==> src/astc_map.vh <==
/*
  constants for the serial converter transfer block: pin filter timing,
  transfer lengths, self-test addresses and codes.
  assumes a 50 MHz system clock.
*/
`ifndef ASTC_MAP_VH
`define ASTC_MAP_VH
`define ASTC_CLK_NS 20
`define ASTC_CS_FILTER_NS 1425
`define ASTC_CS_FILTER_CYC ((`ASTC_CS_FILTER_NS + `ASTC_CLK_NS - 1) / `ASTC_CLK_NS)
`define ASTC_CONV_US 21
`define ASTC_CONV_CYC ((`ASTC_CONV_US * 1000) / `ASTC_CLK_NS)
`define ASTC_ACQ_PERIODS 4'h6
`define ASTC_SHORT_LEN 5'h0a
`define ASTC_LONG_LEN 5'h10
`define ASTC_ADDR_MID 4'hb
`define ASTC_ADDR_LOW 4'hc
`define ASTC_ADDR_HIGH 4'hd
`define ASTC_CODE_MID 10'h200
`define ASTC_CODE_LOW 10'h000
`define ASTC_CODE_HIGH 10'h3ff
`define ASTC_RES_BITS 10
`endif

==> src/astc_device.v <==
/*
  serial control and readout side of a 10-bit converter: chip-select filter,
  address shift-in, result shift-out, end-of-conversion flag, self-test codes.
  assumes host pins are asynchronous; the converter core hands results over
  a valid/ready stream buffered in a 16-word fifo.
  limitation: a select pulse shorter than the filter time is never seen, and
  a conversion that finds the fifo empty holds the flag low until a word comes.
*/
`timescale 1ns/1ps
`include "astc_map.vh"
module astc_device #(
  parameter CONV_CYC = `ASTC_CONV_CYC,
  parameter FILT_CYC = `ASTC_CS_FILTER_CYC,
  parameter FIFO_DEPTH = 16
) (
  input wire clk, // system clock 50 MHz
  input wire reset_n, // async reset, active low
  input wire chipSelect_n, // host chip select, active low
  input wire ioClock, // host shift clock
  input wire addrIn, // host address bit
  output reg dataOut, // result bit
  output reg dataOutEn, // drive enable for result bit
  output reg convDone, // end-of-conversion flag
  output reg [3:0] chanSel, // channel presented to the analog core
  output reg sampleOn, // acquisition window active
  input wire [13:0] coreData, // {over, under, code} from analog core
  input wire coreValid, // core result valid
  output wire coreReady // fifo can take a result
);
  // transfer phases: idle, shifting, converting, trailing pulses of a long frame
  localparam ST_IDLE = 2'h0;
  localparam ST_SHIFT = 2'h1;
  localparam ST_CONV = 2'h2;
  localparam ST_TAIL = 2'h3;
  reg [1:0] state;
  reg [2:0] csSync;
  reg [1:0] clkSync;
  reg addrS1;
  reg addrS2;
  reg clkPrev;
  reg enabled;
  // filter, pulse and conversion counters
  reg [11:0] filtCnt;
  reg [4:0] edgeCnt;
  reg [3:0] addrShift;
  reg [3:0] convAddr;
  reg [9:0] outShift;
  reg [9:0] result;
  reg [23:0] convCnt;
  // set when the host keeps clocking past the tenth pulse during conversion
  reg longXfer;
  // select edges arrive three clocks late, shift clock edges two; the link clock is far slower, so none is missed
  wire csLow = !csSync[2];
  wire rise = clkSync[1] && !clkPrev;
  wire fall = !clkSync[1] && clkPrev;
  wire [13:0] fifoData;
  wire fifoValid;
  wire takeResult = (state == ST_CONV) && (convCnt == 24'h0) && fifoValid;
  wire [9:0] next_code = fifoData[13] ? `ASTC_CODE_HIGH : fifoData[12] ? `ASTC_CODE_LOW : fifoData[9:0];
  reg [9:0] next_result;
  astc_fifo #(.WIDTH(14), .DEPTH(FIFO_DEPTH), .AW(4)) fifo (
    .clk(clk),
    .reset_n(reset_n),
    .inData(coreData),
    .inValid(coreValid),
    .inReady(coreReady),
    .outData(fifoData),
    .outValid(fifoValid),
    .outReady(takeResult)
  );
  // self-test addresses bypass the analog code; range clamp otherwise
  always @* begin
    case (convAddr)
      `ASTC_ADDR_MID: next_result = `ASTC_CODE_MID;
      `ASTC_ADDR_LOW: next_result = `ASTC_CODE_LOW;
      `ASTC_ADDR_HIGH: next_result = `ASTC_CODE_HIGH;
      default: next_result = next_code;
    endcase
  end
  // two flops on the shift clock and address pins, three on select, before any logic looks at them
  always @(posedge clk or negedge reset_n) begin
    if (!reset_n) begin
      csSync <= 3'h7;
      clkSync <= 2'h0;
      addrS1 <= 1'b0;
      addrS2 <= 1'b0;
      clkPrev <= 1'b0;
    end else begin
      csSync <= {csSync[1:0], chipSelect_n};
      clkSync <= {clkSync[0], ioClock};
      addrS1 <= addrIn;
      addrS2 <= addrS1;
      clkPrev <= clkSync[1];
    end
  end
  // select must hold its level for the filter time before it counts
  always @(posedge clk or negedge reset_n) begin
    if (!reset_n) begin
      enabled <= 1'b0;
      filtCnt <= 12'h0;
    end else if (csLow == enabled) begin
      filtCnt <= 12'h0;
    end else if (filtCnt >= FILT_CYC[11:0] - 12'h1) begin
      enabled <= csLow;
      filtCnt <= 12'h0;
    end else begin
      filtCnt <= filtCnt + 12'h1;
    end
  end
  // transfer engine: shift, acquire, convert
  always @(posedge clk or negedge reset_n) begin
    if (!reset_n) begin
      state <= ST_IDLE;
      edgeCnt <= 5'h0;
      addrShift <= 4'h0;
      convAddr <= 4'h0;
      outShift <= 10'h0;
      result <= 10'h0;
      convCnt <= 24'h0;
      dataOut <= 1'b0;
      dataOutEn <= 1'b0;
      convDone <= 1'b1;
      chanSel <= 4'h0;
      sampleOn <= 1'b0;
      longXfer <= 1'b0;
    end else begin
      dataOutEn <= enabled;
      case (state)
        ST_IDLE: begin
          edgeCnt <= 5'h0;
          outShift <= result;
          dataOut <= result[9];
          longXfer <= 1'b0;
          // the first rising edge already carries the address msb
          if (enabled && rise) begin
            addrShift <= {addrShift[2:0], addrS2};
            state <= ST_SHIFT;
          end
        end
        ST_SHIFT: begin
          // extra pulses up to 16 are tolerated and ignored
          if (!enabled) begin
            state <= ST_IDLE;
            sampleOn <= 1'b0;
          end
          if (rise && edgeCnt < 5'h4) begin
            addrShift <= {addrShift[2:0], addrS2};
          end
          if (fall && enabled) begin
            edgeCnt <= edgeCnt + 5'h1;
            outShift <= {outShift[8:0], 1'b0};
            dataOut <= outShift[8];
            if (edgeCnt == 5'h3) begin
              chanSel <= addrShift;
              sampleOn <= 1'b1;
            end
            if (edgeCnt == `ASTC_SHORT_LEN - 5'h1) begin
              convAddr <= addrShift;
              sampleOn <= 1'b0;
              convDone <= 1'b0;
              convCnt <= CONV_CYC[23:0];
              state <= ST_CONV;
            end
          end
        end
        ST_CONV: begin
          // long transfers keep clocking; later edges carry no data but are counted
          if (rise && enabled) begin
            longXfer <= 1'b1;
          end
          if (fall && enabled && edgeCnt != `ASTC_LONG_LEN) begin
            edgeCnt <= edgeCnt + 5'h1;
          end
          if (convCnt != 24'h0) begin
            convCnt <= convCnt - 24'h1;
          end else if (fifoValid) begin
            result <= next_result;
            outShift <= next_result;
            dataOut <= next_result[9];
            convDone <= 1'b1;
            // a frame still being clocked must run out, else its tail would open a new one
            if (longXfer && enabled && edgeCnt != `ASTC_LONG_LEN) begin
              state <= ST_TAIL;
            end else begin
              state <= ST_IDLE;
            end
          end
        end
        ST_TAIL: begin
          // remaining pulses of an 11- to 16-pulse frame are swallowed here
          if (!enabled) begin
            state <= ST_IDLE;
          end else if (edgeCnt == `ASTC_LONG_LEN) begin
            state <= ST_IDLE;
          end else if (fall) begin
            edgeCnt <= edgeCnt + 5'h1;
            if (edgeCnt == `ASTC_LONG_LEN - 5'h1) begin
              state <= ST_IDLE;
            end
          end
        end
        default: state <= ST_IDLE;
      endcase
    end
  end
endmodule

==> src/astc_fifo.v <==
/*
  small synchronous fifo with valid/ready on both sides.
  assumes one clock and asynchronous active-low reset.
*/
`timescale 1ns/1ps
module astc_fifo #(
  parameter WIDTH = 14,
  parameter DEPTH = 16,
  parameter AW = 4
) (
  input wire clk, // system clock
  input wire reset_n, // async reset, active low
  input wire [WIDTH-1:0] inData, // write word
  input wire inValid, // write request
  output wire inReady, // room available
  output wire [WIDTH-1:0] outData, // head word
  output wire outValid, // head present
  input wire outReady // consumer takes head
);
  reg [WIDTH-1:0] mem [0:DEPTH-1];
  reg [AW-1:0] wrPtr;
  reg [AW-1:0] rdPtr;
  reg [AW:0] count;
  reg [AW:0] next_count;
  reg roomLeft;
  reg haveData;
  wire doWrite = inValid && roomLeft;
  wire doRead = haveData && outReady;
  // flags are registered so that ports fed by them come straight from flops
  assign inReady = roomLeft;
  assign outValid = haveData;
  assign outData = mem[rdPtr];
  // storage has no reset; pointers, count and flags are the control state
  always @(posedge clk) begin
    if (doWrite) begin
      mem[wrPtr] <= inData;
    end
  end
  // occupancy after this edge
  always @* begin
    next_count = count;
    if (doWrite && !doRead) begin
      next_count = count + {{AW{1'b0}}, 1'b1};
    end else if (doRead && !doWrite) begin
      next_count = count - {{AW{1'b0}}, 1'b1};
    end
  end
  // pointers wrap naturally at power-of-two depth
  always @(posedge clk or negedge reset_n) begin
    if (!reset_n) begin
      wrPtr <= {AW{1'b0}};
      rdPtr <= {AW{1'b0}};
      count <= {(AW+1){1'b0}};
      roomLeft <= 1'b1;
      haveData <= 1'b0;
    end else begin
      if (doWrite) begin
        wrPtr <= wrPtr + {{(AW-1){1'b0}}, 1'b1};
      end
      if (doRead) begin
        rdPtr <= rdPtr + {{(AW-1){1'b0}}, 1'b1};
      end
      count <= next_count;
      roomLeft <= (next_count != DEPTH[AW:0]);
      haveData <= (next_count != {(AW+1){1'b0}});
    end
  end
endmodule

==> config.mk <==
export PLATFORM = sky130hd
export DESIGN_NAME = astc_device
export DESIGN_NICKNAME = d
export VERILOG_FILES = /design/src/astc_device.v /design/src/astc_fifo.v
export VERILOG_INCLUDE_DIRS = /design/src /design/src/src
export SDC_FILE = /design/constraint.sdc
export NUM_CORES = 1
export LEC_CHECK = 0
export BUFFER_PORTS_ARGS = -buffer_cell sky130_fd_sc_hd__buf_2
export CAP_MARGIN = 20
export CORE_ASPECT_RATIO = 1.2
export CORE_MARGIN = 3
export CORE_UTILIZATION = 65
export CTS_BUF_LIST = sky130_fd_sc_hd__clkbuf_8
export DETAILED_ROUTE_END_ITERATION = 6
export GPL_TIMING_DRIVEN = 1
export PLACE_DENSITY = 0.85
export SYNTH_ARGS = -nofsm -noshare
export SYNTH_HDL_FRONTEND = slang
export SYNTH_SLANG_ARGS = --single-unit
==> constraint.sdc <==
create_clock -name clk -period 3.25 [get_ports clk]
set_clock_uncertainty 0.15 [all_clocks]
set_input_delay 0.1625 -clock clk [delete_from_list [all_inputs] [get_ports clk]]
set_output_delay 0.1625 -clock clk [all_outputs]
set_load 0.01 [all_outputs]
==> results of run 1 <==
==> state kept, by name, summed over array words and instances (netlist names), 2 cells and up <==
| name | count |
|---|---|
| convCnt | 24 |
| outShift | 9 |
| convAddr | 4 |
| csSync | 3 |
| clkSync | 2 |
| fifo.count | 5 |
| fifo.rdPtr | 4 |
| chanSel | 4 |
| result | 10 |
| state | 2 |
| fifo.wrPtr | 4 |
| edgeCnt | 5 |
| filtCnt | 12 |
| fifo.mem | 192 |
| addrShift | 4 |
==> worst min-delay path: cells and delay by family <==
kind	cells	cell delay [ns]
compound gates	2	0.25
xor+xnor	1	0.15
buf+inv	1	0.12
==> where the power goes <==
part           total, mW  internal [mW]  switching, mW
clock network       2.84           1.47           1.36
logic               1.37          0.504          0.867
registers           4.72           4.46          0.260
total               8.92           6.43           2.49
==> layout make-up <==
| cell class | count | share of cell area, % |
|---|---|---|
| Multi-Input combinational cell | 464 | 28.0 |
| Tap cell | 252 | 2.27 |
| Sequential cell | 295 | 60.1 |
| Inverter | 16 | 0.432 |
| Clock inverter | 26 | 1.29 |
| Timing Repair Buffer | 61 | 3.31 |
| Clock buffer | 46 | 4.56 |
==> cell usage after synthesis (4+ instances only) <==
library cell | instances | share of area (%)
a22oi_1 | 4 | 0.24
and3_1 | 10 | 0.50
nand2_1 | 37 | 1.1
clkbuf_1 | 20 | 0.60
mux4_2 | 57 | 10
xor2_1 | 12 | 0.85
nor2_1 | 61 | 1.8
inv_1 | 16 | 0.48
or4_1 | 6 | 0.36
buf_2 | 11 | 0.44
o22ai_1 | 10 | 0.50
a21oi_1 | 20 | 0.81
mux2_2 | 14 | 1.3
nand4_1 | 5 | 0.25
nor3_1 | 16 | 0.64
dfstp_2 | 5 | 1.1
nand3_1 | 21 | 0.85
dfrtp_1 | 98 | 20
and2_1 | 19 | 0.96
nor4_1 | 6 | 0.30
o21ai_0 | 35 | 1.4
xnor2_1 | 20 | 1.4
edfxtp_1 | 192 | 46
a221oi_1 | 10 | 0.70
nor2b_1 | 16 | 0.81
ha_1 | 18 | 1.8
mux2i_1 | 8 | 0.64
==> kinds of logic after synthesis <==
| kind of cell | count (synthesis) |
|---|---|
| fa+ha+maj | 19 |
| buf+inv | 49 |
| flops | 295 |
| compound gates | 103 |
| simple gates | 226 |
| xor+xnor | 32 |
| other cells | 1 |
| mux | 79 |
==> routing by layer <==
metal / GRT usage [%] / wire (µm)
met1: 30.8 / 9450
met2: 46.9 / 14100
met3: 4.73 / 1480
met4: 8.96 / 677
met5: 0 / 0
==> metrics by stage <==
| stage | cell area (µm²) | utilization (%) |
|---|---|---|
| after detailed placement | 12900 | 70.0 |
| final | 13900 | 75.3 |
| after CTS | 13900 | 75.3 |
| after global placement | 12900 | 70.0 |
| after floorplan | 12400 | - |
| after global routing | 13900 | 75.3 |
==> worst paths after layout <==
kind	start	endpoint	slack [ns]	depth (start not counted)
max in group asynchronous	reset_n	convCnt[5]	2.01	3
min in group asynchronous	reset_n	filtCnt[0]	0.11	2
setup reg to reg	convCnt[12]	outShift[7]	0.33	7
setup / recovery	convCnt[12]	outShift[7]	0.33	7
hold / removal	coreValid	fifo.count[2]	0.04	4
hold reg to reg	csSync[1]	csSync[2]	0.20	0
==> impl_metrics.tcl, run 1 <==
set metrics [dict create \
    outcome "finished clean" \
    ctsRootBufferMaster "clkbuf_8" \
    cts_resized 0 \
    die_w_um 132 \
    fp.coreArea_um2 18400 \
    num_vias 7424 \
    setup_ws_ns 0.328 \
    cp_max_fo 10 \
    synth_cells 804 \
    netlist_area_um2 12400 \
    die_h_um 157 \
    mostFrequentLayoutCells "edfxtp_1, dfrtp_1, nor2_1" \
    track_usage_pct 25.6 \
    hold_viol 0 \
    crit_buf_inv 1 \
    cts_tree "done" \
    clk_pin_slew_ns 0.07 \
    async_flop_share_pct 34.9 \
    synthFlopType "edfxtp_1" \
    relSlewSlack_pct 39.4 \
    crit_type "register to register" \
    post-route-period-util_pct 89.9 \
    final.min_clock_period_ns 2.92 \
    synth-edff-count 192 \
    fmax_mhz 342 \
    cp.arrival_ns 3.18 \
    cts_buffer_depth 3 \
    postCtsHoldBufs 16 \
    critPathRequiredTime_ns 3.51 \
    tns_ns 0 \
    stdcell_count 1160 \
    yosysUniqueCellTypes 58 \
    htree_levels 2 \
    dp.cells 1072 \
    vdd_drop_max_uv 563 \
    numCtsBuffers 44 \
    multi_input_area_um2 3890 \
    wl_per_cell_um 22.1 \
    cap_violations 0 \
    gp_congestion 0.864 \
    synth-compound-area-share_pct 5.13 \
    path_cells "or4_1 > nor4b_4 > buf_4 > a31o_2 > nand2_1 > a221oi_1 > o22ai_1" \
    synth_xor_area_share_pct 2.26 \
    final-setup-viol-count 0 \
    first_iter_violations 749 \
    crit_path_top_delay_cell "or4_1" \
    whs_ns 0.0352 \
    vias_per_cell 6.40 \
    synthAdderAreaFrac_pct 1.89 \
    synth_top_family_by_area "multiplexers" \
    drv_slew 0 \
    leakage_nw 5.13 \
    clkSinkCount 295 \
    synth_seq_cells 295 \
    finalWirelength_um 25700 \
    drive_above_1_share_pct 21.1 \
    drt.antenna.violating_nets 0 \
    rsz0062_at_grt "no" \
    synth.avg_cell_area_um2 15.5 \
    drcViolationCount 0 \
    area_delta_synth_final_pct 11.8 \
    power_mw 8.92 \
    rows 54 \
    register_area_um2 8350 \
    layout_commonest_cell "edfxtp_1" \
    pre_cts_slack_ns 0.338 \
    grt_max_degree 70 \
    fillers 1047 \
    cp-start-kind "register" \
    worst_pin_slew_ns 0.909 \
    fin_nets 920 \
    port_buffers 26 \
    slowest_delay_ns 0.69 \
    powerDensity_nw_per_um2 642 \
    post-cts-setup-buffers 0 \
    die_area_um2 20800 \
    setup.worst_path.end_class "register" \
    grt_pass1_wl_um 41400 \
    hold_class "input port to register" \
    n_antenna_cell 0 \
    muxShareOfSynthArea_pct 12.2 \
    path_delay_family "simple AND/OR/NAND/NOR gates" \
    yosysWarningCount 0 \
    synth_seq_area_share_pct 67.2 \
    ios 29 \
    antenna_found_initial 0 \
    initial_core_util_pct 67.4 \
    yosys.area_share.simple_pct 9.66 \
    grt_remaining_overflow 0 \
    grt_pass1_vias 7850 \
    firstDrtPassIters 5 \
    dp_hpwl_um 16100 \
    clock_latency_ns 0.57 \
]
Power figures use the tool's default switching activity.
==> run 2, diff against run 1 <==
--- a/config.mk
+++ b/config.mk
@@ -10,11 +10,11 @@
 export CAP_MARGIN = 20
 export CORE_ASPECT_RATIO = 1.2
 export CORE_MARGIN = 3
-export CORE_UTILIZATION = 65
+export CORE_UTILIZATION = 30
 export CTS_BUF_LIST = sky130_fd_sc_hd__clkbuf_8
 export DETAILED_ROUTE_END_ITERATION = 6
 export GPL_TIMING_DRIVEN = 1
-export PLACE_DENSITY = 0.85
+export PLACE_DENSITY = 0.47
 export SYNTH_ARGS = -nofsm -noshare
 export SYNTH_HDL_FRONTEND = slang
 export SYNTH_SLANG_ARGS = --single-unit
==> impl_metrics.tcl, run 2 (synthesis gave the netlist of run 1 again) <==
set metrics [dict create \
    outcome "finished clean" \
    drv_slew 0 \
    critPathRequiredTime_ns 3.58 \
    drive_above_1_share_pct 23.4 \
    final-setup-viol-count 0 \
    hold_viol 0 \
    reg_top3 "fifo.mem: 192 flops, convCnt: 24 flops, filtCnt: 12 flops" \
    layout_commonest_cell "edfxtp_1" \
    powerDensity_nw_per_um2 642 \
    worst_pin_slew_ns 0.868 \
    top_register "fifo.mem" \
    firstDrtPassIters 4 \
    intPower_mw 6.72 \
    die_w_um 192 \
    relSlewSlack_pct 42.1 \
    port_buffers 26 \
    area_delta_synth_final_pct 17.9 \
    swShare_pct 28.5 \
    rsz0062_at_grt "no" \
    numCtsBuffers 52 \
    rows 81 \
    wl_per_cell_um 18.8 \
    antenna_found_initial 0 \
    clock_latency_ns 0.63 \
    die_h_um 229 \
    seq_power_share_pct 50.0 \
    clkPwrFrac_pct 35.0 \
    drt.antenna.violating_nets 0 \
    grt_pass1_vias 7472 \
    clkSinkCount 295 \
    vdd_drop_max_uv 500 \
    fin_nets 950 \
    initial_core_util_pct 30.4 \
    dp_hpwl_um 16800 \
    gp_congestion 0.715 \
    setup.worst_path.end_class "register" \
    largest_reg_flops 192 \
    num_vias 7063 \
    stdcell_count 1492 \
    fp.coreArea_um2 40800 \
    ctsRootBufferMaster "clkbuf_8" \
    p_sw_mw 2.69 \
    hold_class "input port to asynchronous set/reset pin" \
    grt_remaining_overflow 0 \
    fmax_mhz 347 \
    tns_ns 0 \
    post-cts-setup-buffers 0 \
    leakage_nw 5.36 \
    mostFrequentLayoutCells "edfxtp_1, dfrtp_1, nor2_1" \
    dp.cells 1377 \
    power_frac_comb_pct 15.0 \
    crit_type "register to register" \
    cp_max_fo 10 \
    grt_max_degree 66 \
    grt_pass1_wl_um 43800 \
    vias_per_cell 4.73 \
    post-route-period-util_pct 88.6 \
    die_area_um2 43900 \
    cp.arrival_ns 3.21 \
    cts_tree "done" \
    final.min_clock_period_ns 2.88 \
    ios 29 \
    clk_pin_slew_ns 0.06 \
    cts_buffer_depth 3 \
    cap_violations 0 \
    first_iter_violations 290 \
    cp-start-kind "register" \
    drcViolationCount 0 \
    htree_levels 2 \
    n_antenna_cell 0 \
    finalWirelength_um 28000 \
    track_usage_pct 13.1 \
]
[run 2: layout make-up]
class | instances | area (µm²)
Fill cell | 3906 | 26200
Sequential cell | 295 | 8350
Multi-Input combinational cell | 464 | 3890
Clock buffer | 58 | 798
Tap cell | 539 | 674
Timing Repair Buffer | 83 | 661
Clock inverter | 37 | 204
Inverter | 16 | 60.1
[run 2: power by group through the flow]
stage	Clock (mW)	Combinational [mW]	Sequential, mW
after floorplan	0	0.941	4.68
after global routing	3.60	1.58	4.75
after detailed placement	0	1.42	4.78
after CTS	3.43	1.45	4.70
after global placement	0	1.41	4.76
final	3.29	1.41	4.70
[run 2: worst max-delay path, stage by stage, from the launching register on]
cell,delay (ns)
dfrtp_1,0.43
or4_1,0.67
nor4b_4,0.55
a31o_2,0.27
nand2_1,0.24
a221oi_1,0.31
o22ai_1,0.11
[run 2: final timing paths]
kind / start / slack, ns / end / cells past startpoint
worst min-delay path: reset_n / 0.05 / filtCnt[3] / 2
worst max-delay path: convCnt[12] / 0.37 / outShift[5] / 6
max in group asynchronous: reset_n / 2.11 / convDone / 3
worst max register to register: convCnt[12] / 0.37 / outShift[5] / 6
min in group clk: csSync[0] / 0.20 / csSync[1] / 0
worst min register to register: csSync[0] / 0.20 / csSync[1] / 0
[run 2: through the flow]
step,area (µm²),utilization (%),power [mW],hold WS (ns),worst slack [ns]
2_1_floorplan,12400,-,5.62,-0.283,0.567
3_3_place_gp,13400,32.9,6.17,0.125,0.392
3_5_place_dp,13400,32.9,6.20,0.123,0.360
4_1_cts,14600,35.9,9.59,0.0365,0.352
5_1_grt,14600,35.9,9.92,0.114,0.197
6_report,14600,35.9,9.41,0.0520,0.372
[run 2: per-layer routing]
metal  GRT usage (%)  routed length, µm  up-vias
met1            15.8              11600     3591
li1                -                  -     3308
met2            22.8              14700      112
met4            4.70                691        0
met3            2.84               1050       52
met5               0                  0        -
[run 2: timing repair]
| item | CTS | global route |
|---|---|---|
| hold buffers | 20 | 0 |
| hold endpoints to repair | 268 | 0 |
| resized for setup | 0 | 0 |
==> run 3, diff against run 2 <==
--- a/config.mk
+++ b/config.mk
@@ -6,6 +6,7 @@
 export SDC_FILE = /design/constraint.sdc
 export NUM_CORES = 1
 export LEC_CHECK = 0
+export ABC_AREA = 1
 export BUFFER_PORTS_ARGS = -buffer_cell sky130_fd_sc_hd__buf_2
 export CAP_MARGIN = 20
 export CORE_ASPECT_RATIO = 1.2
==> impl_metrics.tcl, run 3 <==
set metrics [dict create \
    drt.antenna.violating_nets 0 \
    crit_type "register to register" \
    ctsRootBufferMaster "clkbuf_8" \
    grt_pass1_wl_um 50500 \
    cts_tree "done" \
    cp_max_fo 14 \
    fillers 4380 \
    synth.avg_cell_area_um2 10.1 \
    first_iter_violations 576 \
    final.min_clock_period_ns 2.61 \
    fin_nets 1431 \
    cap_violations 0 \
    synthTopCellsByArea "edfxtp_1, dfrtp_1, nand2_1" \
    synth_common_cells "nand2_1, edfxtp_1, nor2_1" \
    cp.arrival_ns 2.93 \
    port_buffers 26 \
    top_register "fifo.mem" \
    track_usage_pct 13.8 \
    fmax_mhz 383 \
    reg_top3 "fifo.mem: 192 flops, convCnt: 24 flops, filtCnt: 12 flops" \
    synth_seq_cells 295 \
    synth_top_area_share_pct 43.7 \
    layout_commonest_cell "nand2_1" \
    drcViolationCount 0 \
    drv_slew 0 \
    critPathRequiredTime_ns 3.57 \
    post-route-period-util_pct 80.3 \
    clock_latency_ns 0.64 \
    hold_class "input port to register" \
    rsz0062_at_grt "no" \
    clkSinkCount 295 \
    final-setup-viol-count 0 \
    synth_seq_area_share_pct 63.3 \
    wl_per_cell_um 16.0 \
    num_vias 9174 \
    numCtsBuffers 52 \
    setup.worst_path.end_class "register" \
    firstDrtPassIters 5 \
    rows 83 \
    yosysWarningCount 0 \
    drive_above_1_share_pct 11.9 \
    initial_core_util_pct 30.6 \
    holdPathStages 2 \
    synth_cells 1308 \
    htree_levels 2 \
    relSlewSlack_pct 49.0 \
    die_h_um 236 \
    die_w_um 197 \
    grt_remaining_overflow 0 \
    yosysMostFrequentCell "nand2_1" \
    largest_reg_flops 192 \
    outcome "finished clean" \
    die_area_um2 46500 \
    fp.coreArea_um2 43100 \
    yosysUniqueCellTypes 46 \
    area_delta_synth_final_pct 15.4 \
    leakage_nw 6.28 \
    cts_resized 0 \
    async_flop_share_pct 34.9 \
    grt_max_degree 110 \
    netlist_area_um2 13200 \
    grt_pass1_vias 9300 \
    antenna_found_initial 1 \
    tns_ns 0 \
    dp_hpwl_um 18700 \
    clk_pin_slew_ns 0.06 \
    cp-start-kind "register" \
    ios 29 \
    synthFlopType "edfxtp_1" \
    cts_buffer_depth 3 \
    mostFrequentLayoutCells "nand2_1, edfxtp_1, nor2_1" \
    r2r_cells 9 \
    vdd_drop_max_uv 312 \
    synth-edff-count 192 \
    gp_congestion 0.795 \
    vias_per_cell 4.64 \
    worst_pin_slew_ns 0.762 \
    synth.largest_area_cell "edfxtp_1" \
    powerDensity_nw_per_um2 626 \
    hold_viol 0 \
    power_mw 9.52 \
    finalWirelength_um 31600 \
]
run 3: changes by cell type in the layout (fill, tap and decap cells not counted), moves of 17 or more:
| cell | change |
|---|---|
| nand3_1 | +85 |
| nand2_1 | +323 |
| inv_1 | +60 |
| xnor2_1 | -17 |
| o21ai_0 | +26 |
| and2_1 | -19 |
| o21ai_1 | +17 |
| nor2_1 | +101 |
| mux4_2 | -57 |
run 3: path summary, 6_finish.rpt:
path	from	endpoint	slack (ns)
max	state[0]	outShift[8]	0.64
min	chipSelect_n	csSync[0]	0.06
max reg2reg	state[0]	outShift[8]	0.64
min reg2reg	clkSync[0]	clkSync[1]	0.20
max in group asynchronous	reset_n	fifo.rdPtr[0]	0.84
min in group asynchronous	reset_n	convAddr[3]	0.52
run 3: repair_timing:
| item | in CTS | in global routing |
|---|---|---|
| hold buffers | 20 | 0 |
| endpoints found under the hold margin | 265 | 0 |
| buffers inserted | 0 | 0 |
run 3: cells by family (layout without fill, tap and decap cells):
group                    count (synthesis)  after routing  synth area share, %
XOR/XNOR                                23             23                 1.53
AO/OA/AOI/OAI                          149            149                 6.40
adder cells (fa/ha/maj)                 18             18                 1.71
buffers and inverters                  134            248                 4.66
other                                    1              6               0.0284
AND/OR/NAND/NOR                        688            688                 22.4
flip-flops                             295            295                 63.3
run 3: layout make-up:
class	instances	area (µm²)	area share [%]
inverter	85	322	2.11
clock inverter	29	196	1.29
tap	552	691	4.54
timing repair buffer	76	608	4.00
multi-input combinational	883	4250	27.9
antenna	1	2.50	0.0164
sequential	295	8350	54.9
clock buffer	58	798	5.25
run 3: worst max-delay path: stages, from the launching register on:
cell,delay [ns]
dfrtp_1,0.41
inv_1,0.10
ha_1,0.17
inv_1,0.25
nor2_1,0.23
nor2_1,0.06
nand3_1,0.38
clkinv_1,0.43
nor2_1,0.19
a21oi_1,0.06
run 3: per-stage QoR:
stage	utilization (%)	area [µm²]	setup WS, ns	hold WS [ns]	cells
detailed placement	32.5	14000	0.678	0.123	1871
finish	35.3	15200	0.639	0.0643	1979
global placement	32.5	14000	0.704	0.120	1871
floorplan	-	13200	0.850	-0.283	1312
global route	35.3	15200	0.395	0.0420	1979
CTS	35.3	15200	0.627	0.00837	1978
run 3: power breakdown:
| part | switching, mW | internal, mW | total [mW] |
|---|---|---|---|
| clock network | 1.53 | 1.79 | 3.33 |
| registers | 0.215 | 4.47 | 4.69 |
| logic | 1.04 | 0.470 | 1.51 |
| total | 2.79 | 6.74 | 9.52 |
run 3: routing by layer:
layer	routed length, µm	GRT usage [%]
met1	14600	17.8
met5	0	0
met3	1210	2.62
met4	947	5.45
met2	14900	22.8
